--- config.mk ---
export PLATFORM = sky130hd
export DESIGN_NAME = board_regs
export DESIGN_NICKNAME = d
export VERILOG_FILES = /design/src/common/board_regs_pkg.sv /design/src/logic/board_addr_decode.sv /design/src/logic/board_regs.sv
export VERILOG_INCLUDE_DIRS = /design/src /design/src/common
export SDC_FILE = /design/constraint.sdc
export NUM_CORES = 1
export LEC_CHECK = 0
export ABC_AREA = 0
export BUFFER_PORTS_ARGS = -buffer_cell sky130_fd_sc_hd__buf_2
export CAP_MARGIN = 5
export CORE_MARGIN = 5
export CORE_UTILIZATION = 47
export CTS_BUF_LIST = sky130_fd_sc_hd__clkbuf_4 sky130_fd_sc_hd__clkbuf_8
export CTS_CLUSTER_DIAMETER = 50
export DETAILED_ROUTE_END_ITERATION = 12
export PLACE_DENSITY = 0.85
export SLEW_MARGIN = 20
export SYNTH_ARGS = -nofsm -noshare
export SYNTH_HDL_FRONTEND = slang
export SYNTH_SLANG_ARGS = --single-unit
--- constraint.sdc ---
create_clock -name i_core_clk -period 2.5 [get_ports i_core_clk]
set_input_delay 0.5 -clock i_core_clk [delete_from_list [all_inputs] [get_ports i_core_clk]]
set_output_delay 0.5 -clock i_core_clk [all_outputs]
set_load 0.02 [all_outputs]
--- src/common/board_regs_defines.svh ---
`ifndef BOARD_REGS_DEFINES_SVH
`define BOARD_REGS_DEFINES_SVH

// register block bases per jumper pair {b,a}
`define REG_BASE_NONE 10'h100
`define REG_BASE_A 10'h110
`define REG_BASE_B 10'h120
`define REG_BASE_AB 10'h130

// ethernet controller window bases per jumper pair {b,a}
`define MAC_BASE_NONE 10'h200
`define MAC_BASE_A 10'h240
`define MAC_BASE_B 10'h300
`define MAC_BASE_AB 10'h340

// register offsets inside the block
`define OFF_BOARD_ID 4'h0
`define OFF_LOGIC_REV 4'h4
`define OFF_JUMPER 4'h8
`define OFF_POWER 4'hC

// decode geometry
`define BASE_ADDR_BITS 10
`define BLOCK_LSB 4
`define SEL_LSB 2
`define MAC_BASE_ALIGN_BITS 6

// jumper_status field positions
`define JMP_WIDE_BIT 0
`define JMP_IRQ_FIRST_BIT 1
`define JMP_IRQ_SECOND_BIT 2
`define JMP_IRQ_THIRD_BIT 3

// bus_power_control layout, register width and host interrupt line count
`define POWER_EN_BIT 0
`define POWER_RESET 1'b1
`define REG_WIDTH 4
`define REG_ZERO 4'h0
`define IRQ_LINES 3

`endif

--- src/common/board_regs_pkg.sv ---
`default_nettype none
`include "board_regs_defines.svh"
package board_regs_pkg;
  // which of the four registers an access addresses
  typedef enum logic [1:0] {
    SEL_BOARD_ID = 2'b00,
    SEL_LOGIC_REV = 2'b01,
    SEL_JUMPER = 2'b10,
    SEL_POWER = 2'b11
  } reg_sel_type;

  // phase of the host i/o cycle as seen by the register bank
  typedef enum logic [1:0] {
    BUS_IDLE = 2'b00,
    BUS_READ = 2'b01,
    BUS_WRITE = 2'b10
  } bus_state_type;
endpackage
`default_nettype wire

--- src/logic/board_addr_decode.sv ---
`timescale 1ns/1ns
`default_nettype none
`include "board_regs_defines.svh"
module board_addr_decode #(
  parameter int ADDR_WIDTH = 10,
  parameter int MAC_SPAN_BITS = 5
) (
  input wire logic [ADDR_WIDTH-1:0] i_addr,
  input wire logic i_aen,
  input wire logic i_base_a,
  input wire logic i_base_b,
  output logic o_reg_hit,
  output board_regs_pkg::reg_sel_type o_reg_sel,
  output logic o_mac_hit
);
  import board_regs_pkg::*;

  logic [ADDR_WIDTH-1:0] reg_base; // selected register block base
  logic [ADDR_WIDTH-1:0] mac_base; // selected ethernet window base

  // the address must reach the fixed bases and the window must fit
  // inside the 0x40 spacing of the ethernet bases
  if (ADDR_WIDTH < `BASE_ADDR_BITS) begin : g_bad_width
    $error("address width too narrow for the base table");
  end
  if (MAC_SPAN_BITS < `BLOCK_LSB || MAC_SPAN_BITS > `MAC_BASE_ALIGN_BITS)
  begin : g_bad_span
    $error("ethernet window span out of range");
  end

  // both bases move together with the jumper pair
  always_comb begin
    case ({i_base_b, i_base_a})
      2'b00: begin
        reg_base = ADDR_WIDTH'(`REG_BASE_NONE);
        mac_base = ADDR_WIDTH'(`MAC_BASE_NONE);
      end
      2'b01: begin
        reg_base = ADDR_WIDTH'(`REG_BASE_A);
        mac_base = ADDR_WIDTH'(`MAC_BASE_A);
      end
      2'b10: begin
        reg_base = ADDR_WIDTH'(`REG_BASE_B);
        mac_base = ADDR_WIDTH'(`MAC_BASE_B);
      end
      default: begin
        reg_base = ADDR_WIDTH'(`REG_BASE_AB);
        mac_base = ADDR_WIDTH'(`MAC_BASE_AB);
      end
    endcase
  end

  // aen high means a dma cycle owns the bus; never answer then
  always_comb begin
    o_reg_hit = !i_aen
      && (i_addr[ADDR_WIDTH-1:`BLOCK_LSB]
          == reg_base[ADDR_WIDTH-1:`BLOCK_LSB])
      && (i_addr[`SEL_LSB-1:0] == '0);
    o_reg_sel = reg_sel_type'(i_addr[`BLOCK_LSB-1:`SEL_LSB]);
    o_mac_hit = !i_aen
      && (i_addr[ADDR_WIDTH-1:MAC_SPAN_BITS]
          == mac_base[ADDR_WIDTH-1:MAC_SPAN_BITS]);
  end
endmodule // board_addr_decode
`default_nettype wire

--- src/logic/board_regs.sv ---
`timescale 1ns/1ns
`default_nettype none
`include "board_regs_defines.svh"
module board_regs #(
  parameter int ADDR_WIDTH = 10,
  parameter int MAC_SPAN_BITS = 5,
  // arbitrary neutral identification value
  parameter logic [3:0] BOARD_ID = 4'hA,
  // revision of this glue logic image
  parameter logic [3:0] LOGIC_REVISION = 4'h1
) (
  input wire logic i_core_clk,
  input wire logic i_rst,
  input wire logic [ADDR_WIDTH-1:0] i_sa,
  input wire logic i_aen,
  input wire logic i_ior_n,
  input wire logic i_iow_n,
  input wire logic [7:0] i_sd,
  output logic [7:0] o_sd,
  output logic o_sd_oe,
  input wire logic i_base_select_jumper_a,
  input wire logic i_base_select_jumper_b,
  input wire logic i_irq_select_jumper_first,
  input wire logic i_irq_select_jumper_second,
  input wire logic i_irq_select_jumper_third,
  input wire logic i_wide_mode_jumper,
  input wire logic i_mac_irq,
  output logic [`IRQ_LINES-1:0] o_host_irq,
  output logic o_mac_cs_n,
  output logic o_mac_wide_mode,
  output logic o_bus_power_en,
  output board_regs_pkg::bus_state_type o_bus_state
);
  import board_regs_pkg::*;

  // decoder results for the current address
  logic reg_hit;
  reg_sel_type reg_sel;
  logic mac_hit;

  // cycle tracking
  bus_state_type state; // current host cycle phase
  bus_state_type next_state; // phase for the next edge
  reg_sel_type cycle_sel; // register addressed by the open cycle
  logic cycle_hit; // open cycle targets this bank

  // register contents
  logic [`REG_WIDTH-1:0] jumper_status; // sampled jumper image
  logic power_en; // the only writable bit
  logic write_data; // data bit held while the write strobe is low
  logic write_armed; // a power write is waiting for strobe release

  // read path
  logic [`REG_WIDTH-1:0] next_read_value; // mux of the four registers
  logic [7:0] read_data; // registered byte driven on the bus
  logic read_drive; // registered output enable

  // per-line interrupt routing
  logic [`IRQ_LINES-1:0] irq_select; // jumper per host line
  logic [`IRQ_LINES-1:0] host_irq; // registered routed interrupt

  // base and window follow the two address jumpers
  board_addr_decode #(
    .ADDR_WIDTH(ADDR_WIDTH),
    .MAC_SPAN_BITS(MAC_SPAN_BITS)
  ) u_decode (
    .i_addr(i_sa),
    .i_aen(i_aen),
    .i_base_a(i_base_select_jumper_a),
    .i_base_b(i_base_select_jumper_b),
    .o_reg_hit(reg_hit),
    .o_reg_sel(reg_sel),
    .o_mac_hit(mac_hit)
  );

  // choose the next cycle phase; a strobe pair both low opens no
  // cycle from idle since a legal host never asserts both
  always_comb begin
    case (state)
      BUS_IDLE: begin
        if (!i_ior_n && i_iow_n) begin
          next_state = BUS_READ;
        end else if (!i_iow_n && i_ior_n) begin
          next_state = BUS_WRITE;
        end else begin
          next_state = BUS_IDLE;
        end
      end
      BUS_READ: begin
        // stay until the read strobe is released
        next_state = i_ior_n ? BUS_IDLE : BUS_READ;
      end
      BUS_WRITE: begin
        // the write lands on the edge that leaves this phase
        next_state = i_iow_n ? BUS_IDLE : BUS_WRITE;
      end
      default: begin
        next_state = BUS_IDLE;
      end
    endcase
  end

  // phase register
  always_ff @(posedge i_core_clk) begin
    if (i_rst) begin
      state <= BUS_IDLE;
    end else begin
      state <= next_state;
    end
  end

  // latch the target of a cycle at its start; the address is held
  // by the host for the whole strobe, so one look is enough
  always_ff @(posedge i_core_clk) begin
    if (i_rst) begin
      cycle_hit <= 1'b0;
      cycle_sel <= SEL_BOARD_ID;
    end else if (state == BUS_IDLE && next_state != BUS_IDLE) begin
      cycle_hit <= reg_hit;
      cycle_sel <= reg_sel;
    end else if (next_state == BUS_IDLE) begin
      cycle_hit <= 1'b0;
    end
  end

  // jumpers are static straps; sampling them each clock keeps the
  // image current if someone moves one with power applied
  always_ff @(posedge i_core_clk) begin
    if (i_rst) begin
      jumper_status <= `REG_ZERO;
    end else begin
      jumper_status[`JMP_WIDE_BIT] <= i_wide_mode_jumper;
      jumper_status[`JMP_IRQ_FIRST_BIT] <= i_irq_select_jumper_first;
      jumper_status[`JMP_IRQ_SECOND_BIT] <= i_irq_select_jumper_second;
      jumper_status[`JMP_IRQ_THIRD_BIT] <= i_irq_select_jumper_third;
    end
  end

  // keep the data bit while the write strobe is low; the isa data
  // is only sure to be valid late in the strobe, so the last value
  // seen before release is the one that counts
  always_ff @(posedge i_core_clk) begin
    if (i_rst) begin
      write_data <= 1'b0;
      write_armed <= 1'b0;
    end else if (state == BUS_WRITE && !i_iow_n) begin
      write_data <= i_sd[`POWER_EN_BIT];
      // only the power register accepts data; others drop it
      write_armed <= reg_hit && reg_sel == SEL_POWER;
    end else begin
      write_armed <= 1'b0;
    end
  end

  // commit on strobe release; bits 3 to 1 have no storage at all
  always_ff @(posedge i_core_clk) begin
    if (i_rst) begin
      power_en <= `POWER_RESET;
    end else if (state == BUS_WRITE && i_iow_n && write_armed) begin
      power_en <= write_data;
    end
  end

  // read mux; reserved power bits are constant zero
  always_comb begin
    case (cycle_sel)
      SEL_BOARD_ID: begin
        next_read_value = BOARD_ID;
      end
      SEL_LOGIC_REV: begin
        next_read_value = LOGIC_REVISION;
      end
      SEL_JUMPER: begin
        next_read_value = jumper_status;
      end
      SEL_POWER: begin
        next_read_value = `REG_ZERO;
        next_read_value[`POWER_EN_BIT] = power_en;
      end
      default: begin
        next_read_value = `REG_ZERO;
      end
    endcase
  end

  // drive the data lanes only while our read strobe is low; the
  // two clocks of lag are far inside a host read strobe
  always_ff @(posedge i_core_clk) begin
    if (i_rst) begin
      read_data <= 8'h00;
      read_drive <= 1'b0;
    end else if (state == BUS_READ && !i_ior_n && cycle_hit) begin
      read_data <= {4'h0, next_read_value};
      read_drive <= 1'b1;
    end else begin
      read_data <= 8'h00;
      read_drive <= 1'b0;
    end
  end

  // one gate per host line; exactly one jumper should be fitted,
  // two fitted jumpers would share the interrupt on both lines
  assign irq_select = {i_irq_select_jumper_third,
                       i_irq_select_jumper_second,
                       i_irq_select_jumper_first};
  for (genvar g = 0; g < `IRQ_LINES; g++) begin : g_irq
    always_ff @(posedge i_core_clk) begin
      if (i_rst) begin
        host_irq[g] <= 1'b0;
      end else begin
        host_irq[g] <= i_mac_irq && irq_select[g];
      end
    end
  end

  // wide mode tells the controller to use 16-bit lanes on the small
  // connector; without the jumper the host must use byte accesses
  always_ff @(posedge i_core_clk) begin
    if (i_rst) begin
      o_mac_wide_mode <= 1'b0;
    end else begin
      o_mac_wide_mode <= i_wide_mode_jumper;
    end
  end

  // the ethernet select is combinational so the controller sees the
  // same timing the host gives; the bank never drives data then
  assign o_mac_cs_n = !mac_hit;
  assign o_sd = read_data;
  assign o_sd_oe = read_drive;
  assign o_host_irq = host_irq;
  assign o_bus_power_en = power_en;
  assign o_bus_state = state;
endmodule // board_regs
`default_nettype wire

==> summary.md, run 1 <==
| Metric | Value |
|---|---|
| Outcome | `finished, final reports clean` |
| Critical Path AT | `1240 ps` |
| Design Power | `0.0005930 W` |
| Num CTS Buffers | `3` |
| CTS tree | `done` |
| Synth cell types | `30` |
| Kind of critical path | `input port to output pin` |
| Die Span X | `51.34 µm` |
| Worst-Skew Late Latency | `290 ps` |
| Post-DP HPWL | `1.350 mm` |
| Gr usage total | `13.41%` |
| FF-to-FF Start | `o_bus_state[1]` |
| H-tree levels | `1` |
| Pin count of the biggest net entering global routing | `13` |
| I/O Buffers | `35` |
| 1st-iter DRT viols | `11` |
| Critical-path maximum fanout | `2` |
| First-pass GRT wire length | `2.684 mm` |
| Final Critical Period | `1736 ps` |
| Clk network pwr share | `30.5%` |
| Initial Utilization | `48.09%` |
| Synth Area in Adders | `0%` |
| Vias per inst | `5.109` |
| Resize count post-CTS | `0` |
| Final Hold Viols | `0` |
| Leakage power | `0.4460 nW` |
| Pint | `0.0004512 W` |
| Worst-path clk slew | `110 ps` |
| Clock Sinks | `20` |
| Min-delay worst type | `input port to flop` |
| WL/cell | `11.99 µm` |
| Clk buf depth | `2` |
| Design area | `0.001012 mm²` |
| Crit start category | `input port` |
| Slew Limit Fails | `0` |
| Vias in the first global route | `656` |
| Setup violators final | `0` |
| Most frequent cells in the layout | `buf_2 (35), dfxtp_1 (20), nor2_1 (6)` |
| Global routing's busiest layer | `met2` |
| Gr ovfl total | `0` |
| Fin nets | `151` |
| Setup TNS | `0 ps` |
| F_max | `0.5760 GHz` |
| Routed Antenna Nets | `0` |
| End of the critical path | `o_mac_cs_n` |
| Critical Path Sink Type | `output pin` |
| GP Congestion | `0.8078` |
| Yosys reg bits | `20` |
| Share of the clock period used by the worst path | `69.44%` |
| GRT met2 Usage | `23.39%` |
| Post-Synthesis Cell Area | `803.3 µm²` |
| Power per cell area | `585.8 mW/mm²` |
| Register area share after synthesis | `49.84%` |
| Placed instance area | `975.9 µm²` |
| Maximum Capacitance Violations | `0` |
| Critical Path RT | `2000 ps` |
| Setup Buffers After CTS | `0` |
| Combinational power share | `12.7%` |
| 1st-pass router iterations | `4` |
| Layout area overhead | `26.01%` |
| Initial antenna violation count | `0` |
| Main combinational cell family by area after synthesis | `simple AND/OR/NAND/NOR gates` |
| Die Ht | `51.34 µm` |
| Reg power frac | `56.8%` |
| Critical R2R Capture | `cycle_hit` |
| Worst R2R Setup Slack | `1320 ps` |
| Net Sw Frac | `23.90%` |
| Global Route met1 Usage | `15.00%` |
| Worst vdd ir | `0.2130 mV` |
| Synth Instances | `83` |
| Cts hold-fix bufs | `0` |
| Post-synthesis mux area share | `1.246%` |
| CTS root buf | `clkbuf_4` |
| RSZ-0062 raised after global routing | `no` |
| Worst reg2reg path depth | `3` |
| XOR/XNOR Fraction of Synth Area | `6.542%` |
| Fill cells | `148` |
| Final core utilization | `60.60%` |
| Share of layout cells above drive strength 1 | `36.67%` |
| Core Footprint | `0.001670 mm²` |
| Met3 GRT Util | `3.499%` |
| Clock Skew | `3.190 ps` |
| Sw power | `0.0001417 W` |
| Commonest non-fill, non-tap cell in the layout | `buf_2` |
| Die ar. | `0.002636 mm²` |
| Total Routed Length | `1.643 mm` |
| Synth Area in Compound Gates | `9.969%` |
| Ant. Diodes | `0` |
| DRC | `0` |
| Mean Syn Cell Area | `9.678 µm²` |
| Synth Warn # | `0` |
| Num ports | `47` |
| Simple-Gate Fraction of Synth Area | `25.70%` |
| Worst setup path startpoint | `i_sa[5]` |
| Routed vias | `700` |
| Row count | `15` |
## per-stage QoR
stage                     hold WS, ps  instances  setup WS (ps)
after floorplan                 403.7         86          997.4
after global placement          419.5        133          810.6
after detailed placement        422.2        133          756.5
after CTS                       407.1        137          745.2
after global routing            414.0        137          730.6
final                           410.2        137          764.0
## metal layers
| metal | share of wire [%] | up-vias | wire [µm] |
|---|---|---|---|
| met1 | 39 | 323 | 642 |
| met2 | 51 | 28 | 846 |
| met5 | 0 | - | 0 |
| li1 | - | 347 | - |
| met3 | 7.9 | 2 | 129 |
| met4 | 1.5 | 0 | 24 |
## cells in the mapped netlist
library cell	number	area share, %
dfxtp_1	20	50
nor2_1	6	2.8
nor2b_1	5	3.9
xnor2_1	5	5.5
a21oi_1	4	2.5
buf_4	4	3.7
inv_1	4	1.9
nand2_1	4	1.9
o21ai_0	4	2.5
and2_1	3	2.3
nand3_1	3	1.9
nand4b_1	2	2.2
nor3_1	2	1.2
a211o_1	1	1.1
a21boi_2	1	1.4
a221oi_2	1	1.9
and3_1	1	0.78
buf_2	1	0.62
conb_1	1	0.47
mux2i_1	1	1.2
nand3b_1	1	0.93
nand4_1	1	0.78
nor3b_1	1	0.93
nor3b_2	1	1.6
nor4_1	1	0.78
nor4b_1	1	1.1
nor4b_2	1	1.9
o21ai_1	1	0.62
or2_2	1	0.78
xor2_1	1	1.1
## final cells by class
cell class                      instances  area (µm²)  area share [%]
Clock buffer                            4       36.28           3.585
Inverter                                4       15.01           1.483
Multi-Input combinational cell         57       364.1           35.97
Sequential cell                        20       400.4           39.56
Tap cell                               17       21.27           2.101
Timing Repair Buffer                   35       175.2           17.31
## sequential cells by signal, indices dropped and copies added (netlist names)
register,flops
o_bus_state,2
jumper_status,4
cycle_hit,1
o_sd_oe,1
o_host_irq,3
cycle_sel,2
o_sd,4
write_armed,1
o_bus_power_en,1
write_data,1
## worst min path at each step
| stage | to | slack (ps) | depth (start not counted) | from |
|---|---|---|---|---|
| finish | jumper_status[0] | 410 | 2 | i_wide_mode_jumper |
| global placement | o_sd[2] | 420 | 2 | jumper_status[2] |
| floorplan | o_sd[2] | 400 | 2 | jumper_status[2] |
| detailed placement | o_sd[2] | 420 | 2 | jumper_status[2] |
| CTS | jumper_status[0] | 410 | 2 | i_wide_mode_jumper |
| global route | jumper_status[0] | 410 | 2 | i_wide_mode_jumper |
## power by group through the flow
stage	Clock [W]	Combinational, W	Sequential, W
3_5_place_dp	0	0.0000752	0.000344
3_3_place_gp	0	0.0000725	0.000344
4_1_cts	0.000185	0.0000760	0.000337
6_report	0.000181	0.0000755	0.000337
2_1_floorplan	0	0.0000427	0.000348
5_1_grt	0.000198	0.0000839	0.000338
## worst max-delay path, cell delays in order
cell	delay, ps
buf_2	110
nor4b_1	340
nand3_1	110
buf_2	170
## cell families after synthesis
family,Yosys count
AO/OA/AOI/OAI,12
multiplexers,1
XOR/XNOR,6
other,1
buffers and inverters,9
flip-flops,20
AND/OR/NAND/NOR,34
(Power assumes the default switching activity.)
==> run 2, diff against run 1 <==
--- a/config.mk
+++ b/config.mk
@@ -10,11 +10,11 @@
 export BUFFER_PORTS_ARGS = -buffer_cell sky130_fd_sc_hd__buf_2
 export CAP_MARGIN = 5
 export CORE_MARGIN = 5
-export CORE_UTILIZATION = 47
+export CORE_UTILIZATION = 44
 export CTS_BUF_LIST = sky130_fd_sc_hd__clkbuf_4 sky130_fd_sc_hd__clkbuf_8
 export CTS_CLUSTER_DIAMETER = 50
 export DETAILED_ROUTE_END_ITERATION = 12
-export PLACE_DENSITY = 0.85
+export PLACE_DENSITY = 0.81
 export SLEW_MARGIN = 20
 export SYNTH_ARGS = -nofsm -noshare
 export SYNTH_HDL_FRONTEND = slang
==> constraint.sdc (replaced) <==
create_clock -name i_core_clk -period 1.8 [get_ports i_core_clk]
set_input_delay 0.36 -clock i_core_clk [delete_from_list [all_inputs] [get_ports i_core_clk]]
set_output_delay 0.36 -clock i_core_clk [all_outputs]
set_load 0.02 [all_outputs]
==> run 2 against run 1 <==
Hold slack worse by 140 ps. Combinational power is 39% higher. Sequential cell count stayed put. Largest cell class unchanged.
==> summary.md, run 2 (synthesis gave the netlist of run 1 again) <==
| Metric | Value |
|---|---|
| Outcome | `finished, final reports clean` |
| Resize count post-CTS | `0` |
| Share of the clock period used by the worst path | `76.84%` |
| Critical Path Sink Type | `output pin` |
| CP max stage cell | `nor4b_1` |
| Final core utilization | `58.41%` |
| CP top delay family | `simple AND/OR/NAND/NOR gates` |
| I/O Buffers | `35` |
| Critical Path, Cell by Cell | `buf_2, nor4b_1, nand3_1, buf_2` |
| First-pass GRT wire length | `2.656 mm` |
| Critical Path RT | `1440 ps` |
| Row count | `15` |
| Ant. Diodes | `0` |
| Clock Sinks | `20` |
| Setup Buffers After CTS | `0` |
| Most frequent cells in the layout | `buf_2 (35), dfxtp_1 (20), nor2_1 (6)` |
| Commonest non-fill, non-tap cell in the layout | `buf_2` |
| Post-DP HPWL | `1.374 mm` |
| CTS tree | `done` |
| Core Footprint | `0.001727 mm²` |
| F_max | `0.7230 GHz` |
| Gr usage total | `13.08%` |
| RSZ-0062 raised after global routing | `no` |
| Critical Path AT | `1020 ps` |
| Min-delay worst type | `input port to flop` |
| Met3 GRT Util | `2.849%` |
| Worst vdd ir | `0.2999 mV` |
| Buf/Inv on CP | `2` |
| Share of layout cells above drive strength 1 | `36.13%` |
| Num CTS Buffers | `3` |
| Cell mode on critical path | `buf_2` |
| Maximum Capacitance Violations | `0` |
| Leakage power | `0.4388 nW` |
| Setup TNS | `0 ps` |
| Clock Skew | `1.083 ps` |
| Layout area overhead | `25.55%` |
| Crit-path max cell delay | `280 ps` |
| Pin count of the biggest net entering global routing | `13` |
| Cts hold-fix bufs | `0` |
| Die Span X | `52.73 µm` |
| WL/cell | `11.44 µm` |
| GP Congestion | `0.7339` |
| Total Routed Length | `1.648 mm` |
| Clk buf depth | `2` |
| Critical-path maximum fanout | `2` |
| Vias in the first global route | `677` |
| H-tree levels | `1` |
| Final Critical Period | `1383 ps` |
| Power per cell area | `764.9 mW/mm²` |
| Kind of critical path | `input port to output pin` |
| Routed Antenna Nets | `0` |
| Worst-Skew Late Latency | `290 ps` |
| Fin nets | `151` |
| Gr ovfl total | `0` |
| CTS root buf | `clkbuf_4` |
| Crit start category | `input port` |
| DRC | `0` |
| Initial antenna violation count | `0` |
| 1st-iter DRT viols | `2` |
| Die Ht | `52.73 µm` |
| Setup violators final | `0` |
| Global Route met1 Usage | `13.67%` |
| Global routing's busiest layer | `met2` |
| Worst-path clk slew | `100 ps` |
| Initial Utilization | `46.52%` |
| Final Hold Viols | `0` |
| Vias per inst | `4.938` |
| GRT met2 Usage | `22.93%` |
| 1st-pass router iterations | `4` |
| Routed vias | `711` |
| Die ar. | `0.002780 mm²` |
| Num ports | `47` |
| Slew Limit Fails | `0` |
## run 2: cell types whose count changed in the layout (fill, tap and decap cells not counted)
cell,delta
clkbuf_8,-1
## run 2: area by class of cell
cell class	count	area, µm²
Sequential cell	20	400.4
Clock buffer	3	22.52
Inverter	4	15.01
Tap cell	25	31.28
Multi-Input combinational cell	57	364.1
Fill cell	175	718.2
Timing Repair Buffer	35	175.2
## run 2: worst paths after layout
kind | from | endpoint | slack, ps | cells past startpoint
worst min register to register | jumper_status[2] | o_sd[2] | 430 | 2
worst min-delay path | i_wide_mode_jumper | jumper_status[0] | 270 | 2
worst max register to register | o_bus_state[1] | cycle_hit | 580 | 3
worst max-delay path | i_sa[5] | o_mac_cs_n | 420 | 4
## run 2: where the power goes
part | total (W) | internal [W] | switching, W
logic | 0.000105 | 0.0000468 | 0.0000579
registers | 0.000468 | 0.000457 | 0.0000111
clock network | 0.000199 | 0.0000778 | 0.000121
total | 0.000771 | 0.000581 | 0.000190
## run 2: metal layers
layer	share of wire, %	vias to the layer above
li1	-	352
met1	37	325
met2	51	30
met3	8.5	4
met4	2.9	0
met5	0	-
## run 2: stage by stage
stage	std cells	total power (W)	area [µm²]	worst slack [ps]	hold WS, ps
after floorplan	86	0.0005425	814.5	577.4	403.7
after global placement	141	0.0005785	985.9	412.0	415.0
after detailed placement	141	0.0005833	985.9	400.4	412.7
after CTS	144	0.0007824	1008	404.6	261.3
after global routing	144	0.0008154	1008	356.0	285.3
final	144	0.0007713	1008	416.9	271.6
==> run 3, diff against run 2 <==
--- a/config.mk
+++ b/config.mk
@@ -6,15 +6,15 @@
 export SDC_FILE = /design/constraint.sdc
 export NUM_CORES = 1
 export LEC_CHECK = 0
-export ABC_AREA = 0
+export ABC_AREA = 1
 export BUFFER_PORTS_ARGS = -buffer_cell sky130_fd_sc_hd__buf_2
 export CAP_MARGIN = 5
 export CORE_MARGIN = 5
-export CORE_UTILIZATION = 44
+export CORE_UTILIZATION = 40
 export CTS_BUF_LIST = sky130_fd_sc_hd__clkbuf_4 sky130_fd_sc_hd__clkbuf_8
 export CTS_CLUSTER_DIAMETER = 50
 export DETAILED_ROUTE_END_ITERATION = 12
-export PLACE_DENSITY = 0.81
+export PLACE_DENSITY = 0.76
 export SLEW_MARGIN = 20
 export SYNTH_ARGS = -nofsm -noshare
 export SYNTH_HDL_FRONTEND = slang
==> constraint.sdc (replaced) <==
create_clock -name i_core_clk -period 1.2 [get_ports i_core_clk]
set_input_delay 0.24 -clock i_core_clk [delete_from_list [all_inputs] [get_ports i_core_clk]]
set_output_delay 0.24 -clock i_core_clk [all_outputs]
set_load 0.02 [all_outputs]
==> run 3 against run 2 <==
Cell area increased by 8.6%. Core utilization down 3.2 points. Setup slack lost 340 ps. Critical endpoint is now o_bus_state[1]. Largest cell class unchanged. Highest routed layer unchanged.
==> summary.md, run 3 <==
| Metric | Value |
|---|---|
| Ys async rst share | `0%` |
| Maximum Capacitance Violations | `0` |
| Metal3 WL | `117 µm` |
| Outcome | `finished, final reports clean` |
| Area leader, netlist | `dfxtp_1` |
| Max layer used | `met4` |
| 1st-pass router iterations | `4` |
| Share of layout cells above drive strength 1 | `35.48%` |
| Clock Skew | `4.001 ps` |
| Met2 Routed Length | `867 µm` |
| Critical-path maximum fanout | `5` |
| Worst-path clk slew | `110 ps` |
| Kind of critical path | `flop to output pin` |
| Initial Utilization | `42.74%` |
| Mean Syn Cell Area | `7.240 µm²` |
| Resize count post-CTS | `1` |
| F_max | `0.8928 GHz` |
| WL/cell | `9.137 µm` |
| Row count | `16` |
| Worst-Skew Late Latency | `290 ps` |
| RSZ-0062 raised after global routing | `no` |
| DRC | `0` |
| Area occupied by multi-input gates | `336.6 µm²` |
| GP Congestion | `0.7534` |
| Post-Synthesis Cell Area | `847.1 µm²` |
| Gr ovfl total | `0` |
| Fin nets | `186` |
| CP max stage cell | `dfxtp_2` |
| Yosys reg bits | `20` |
| Vias in the first global route | `732` |
| Routed Antenna Nets | `0` |
| Die Ht | `56.02 µm` |
| EDFF count, synth | `0` |
| Worst vdd ir | `0.9166 mV` |
| Setup Buffers After CTS | `0` |
| Pin count of the biggest net entering global routing | `13` |
| Critical Path, Cell by Cell | `buf_2` |
| Count leader, synth | `nor2_1` |
| Design area | `0.001095 mm²` |
| Total Routed Length | `1.663 mm` |
| Setup TNS | `0 ps` |
| CTS root buf | `clkbuf_4` |
| Fill cells | `210` |
| Commonest non-fill, non-tap cell in the layout | `buf_2` |
| Num CTS Buffers | `3` |
| Crit-path max cell delay | `400 ps` |
| Core Footprint | `0.001982 mm²` |
| WL met1 | `643 µm` |
| Routed vias | `796` |
| 1st-iter DRT viols | `16` |
| Post-synth top cells | `nor2_1 (22), dfxtp_1 (20), inv_1 (20), nand2_1 (15), nand2_2 (6)` |
| Ant. Diodes | `0` |
| H-tree levels | `1` |
| Min-delay worst type | `input port to flop` |
| Critical Path AT | `880 ps` |
| Most frequent cells in the layout | `buf_2 (35), nor2_1 (22), inv_1 (20)` |
| Power per cell area | `1305 mW/mm²` |
| Clk buf depth | `2` |
| Die ar. | `0.003138 mm²` |
| Layout area overhead | `29.25%` |
| Area contributors post-synth | `dfxtp_1 (47%), nor2_1 (9.7%), inv_1 (8.9%)` |
| Leakage power | `0.5919 nW` |
| Sequential Area | `402.9 µm²` |
| Crit start category | `flop` |
| Clock Sinks | `20` |
| Critical Path RT | `960 ps` |
| Setup violators final | `0` |
| Register area share after synthesis | `47.27%` |
| CP top delay family | `flip-flops` |
| Placed instance area | `0.001040 mm²` |
| Critical Path Sink Type | `output pin` |
| Share of the clock period used by the worst path | `93.34%` |
| Gr usage total | `10.73%` |
| Slew Limit Fails | `0` |
| Initial antenna violation count | `0` |
| Top-area cell type share of the netlist area | `47.27%` |
| Synth cell types | `19` |
| I/O Buffers | `35` |
| Num ports | `47` |
| Final Hold Viols | `0` |
| Die Span X | `56.02 µm` |
| Synth Warn # | `0` |
| Vias per inst | `4.374` |
| Cts hold-fix bufs | `0` |
| Final Critical Period | `1120 ps` |
| CTS tree | `done` |
| Top FF cell, synth | `dfxtp_1` |
| Post-DP HPWL | `1.415 mm` |
| Buf/Inv on CP | `1` |
| First-pass GRT wire length | `2.801 mm` |
| Synth Instances | `117` |
## run 3: changes by cell type after synthesis, moves of 3 or more
cell | previous run | this run
xnor2_1 | 5 | 1
inv_2 | 0 | 3
nand2_1 | 4 | 15
nor2_2 | 0 | 3
inv_1 | 4 | 20
nand2_2 | 0 | 6
nor2_1 | 6 | 22
and2_1 | 3 | 0
nor2b_1 | 5 | 0
## run 3: cells by family after synthesis
family	after synthesis	synth area share (%)
AOI/OAI and AO/OA	9	5.466
xor gates and xnor gates	1	1.034
buffers and inverters	28	14.33
DFF	20	47.27
other	1	0.4427
and+or+nand+nor	58	31.46
## run 3: power by group
group	internal, W	leakage, nW	switching [W]	total [W]
registers	0.000688	0.164	0.0000140	0.000702
logic	0.0000742	0.400	0.000115	0.000189
clock network	0.000337	0.0279	0.000199	0.000537
## run 3: worst paths after layout
| kind | from | endpoint | slack, ps | cells after the start |
|---|---|---|---|---|
| worst max-delay path | o_bus_state[1] | o_bus_state[1] | 80 | 1 |
| worst min-delay path | i_wide_mode_jumper | jumper_status[0] | 140 | 3 |
| worst max register to register | o_bus_state[1] | cycle_hit | 220 | 5 |
| worst min register to register | jumper_status[2] | o_sd[2] | 440 | 2 |
## run 3: cell type report
class,count,area share [%]
Sequential cell,20,36.80
Timing Repair Buffer,36,16.69
Multi-Input combinational cell,72,30.74
Clock buffer,3,2.057
Clock inverter,1,2.743
Tap cell,27,3.086
Inverter,23,7.886
## run 3: through the flow
| stage | utilization (%) | cells | setup WS [ps] | hold slack [ps] | total power [W] |
|---|---|---|---|---|---|
| finish | 55.24 | 182 | 79.88 | 136.1 | 0.001428 |
| global placement | 52.46 | 178 | 168.6 | 418.8 | 0.0008988 |
| detailed placement | 52.46 | 178 | 114.1 | 426.6 | 0.0009060 |
| global route | 55.24 | 182 | 40.25 | 162.2 | 0.001493 |
| CTS | 55.18 | 182 | 21.72 | 133.1 | 0.001436 |
| floorplan | - | 120 | 149.9 | 339.7 | 0.0008439 |
## run 3: layer usage
layer  vias to the layer above  global-route usage [%]
met5                         -                       0
met4                         0                   6.102
met3                         4                   1.856
met2                        25                   20.37
met1                       347                   10.77
li1                        420                       -
## run 3: worst min-delay path, stage by stage
cell	delay [ps]
buf_2	100
inv_1	40
nor2_1	30
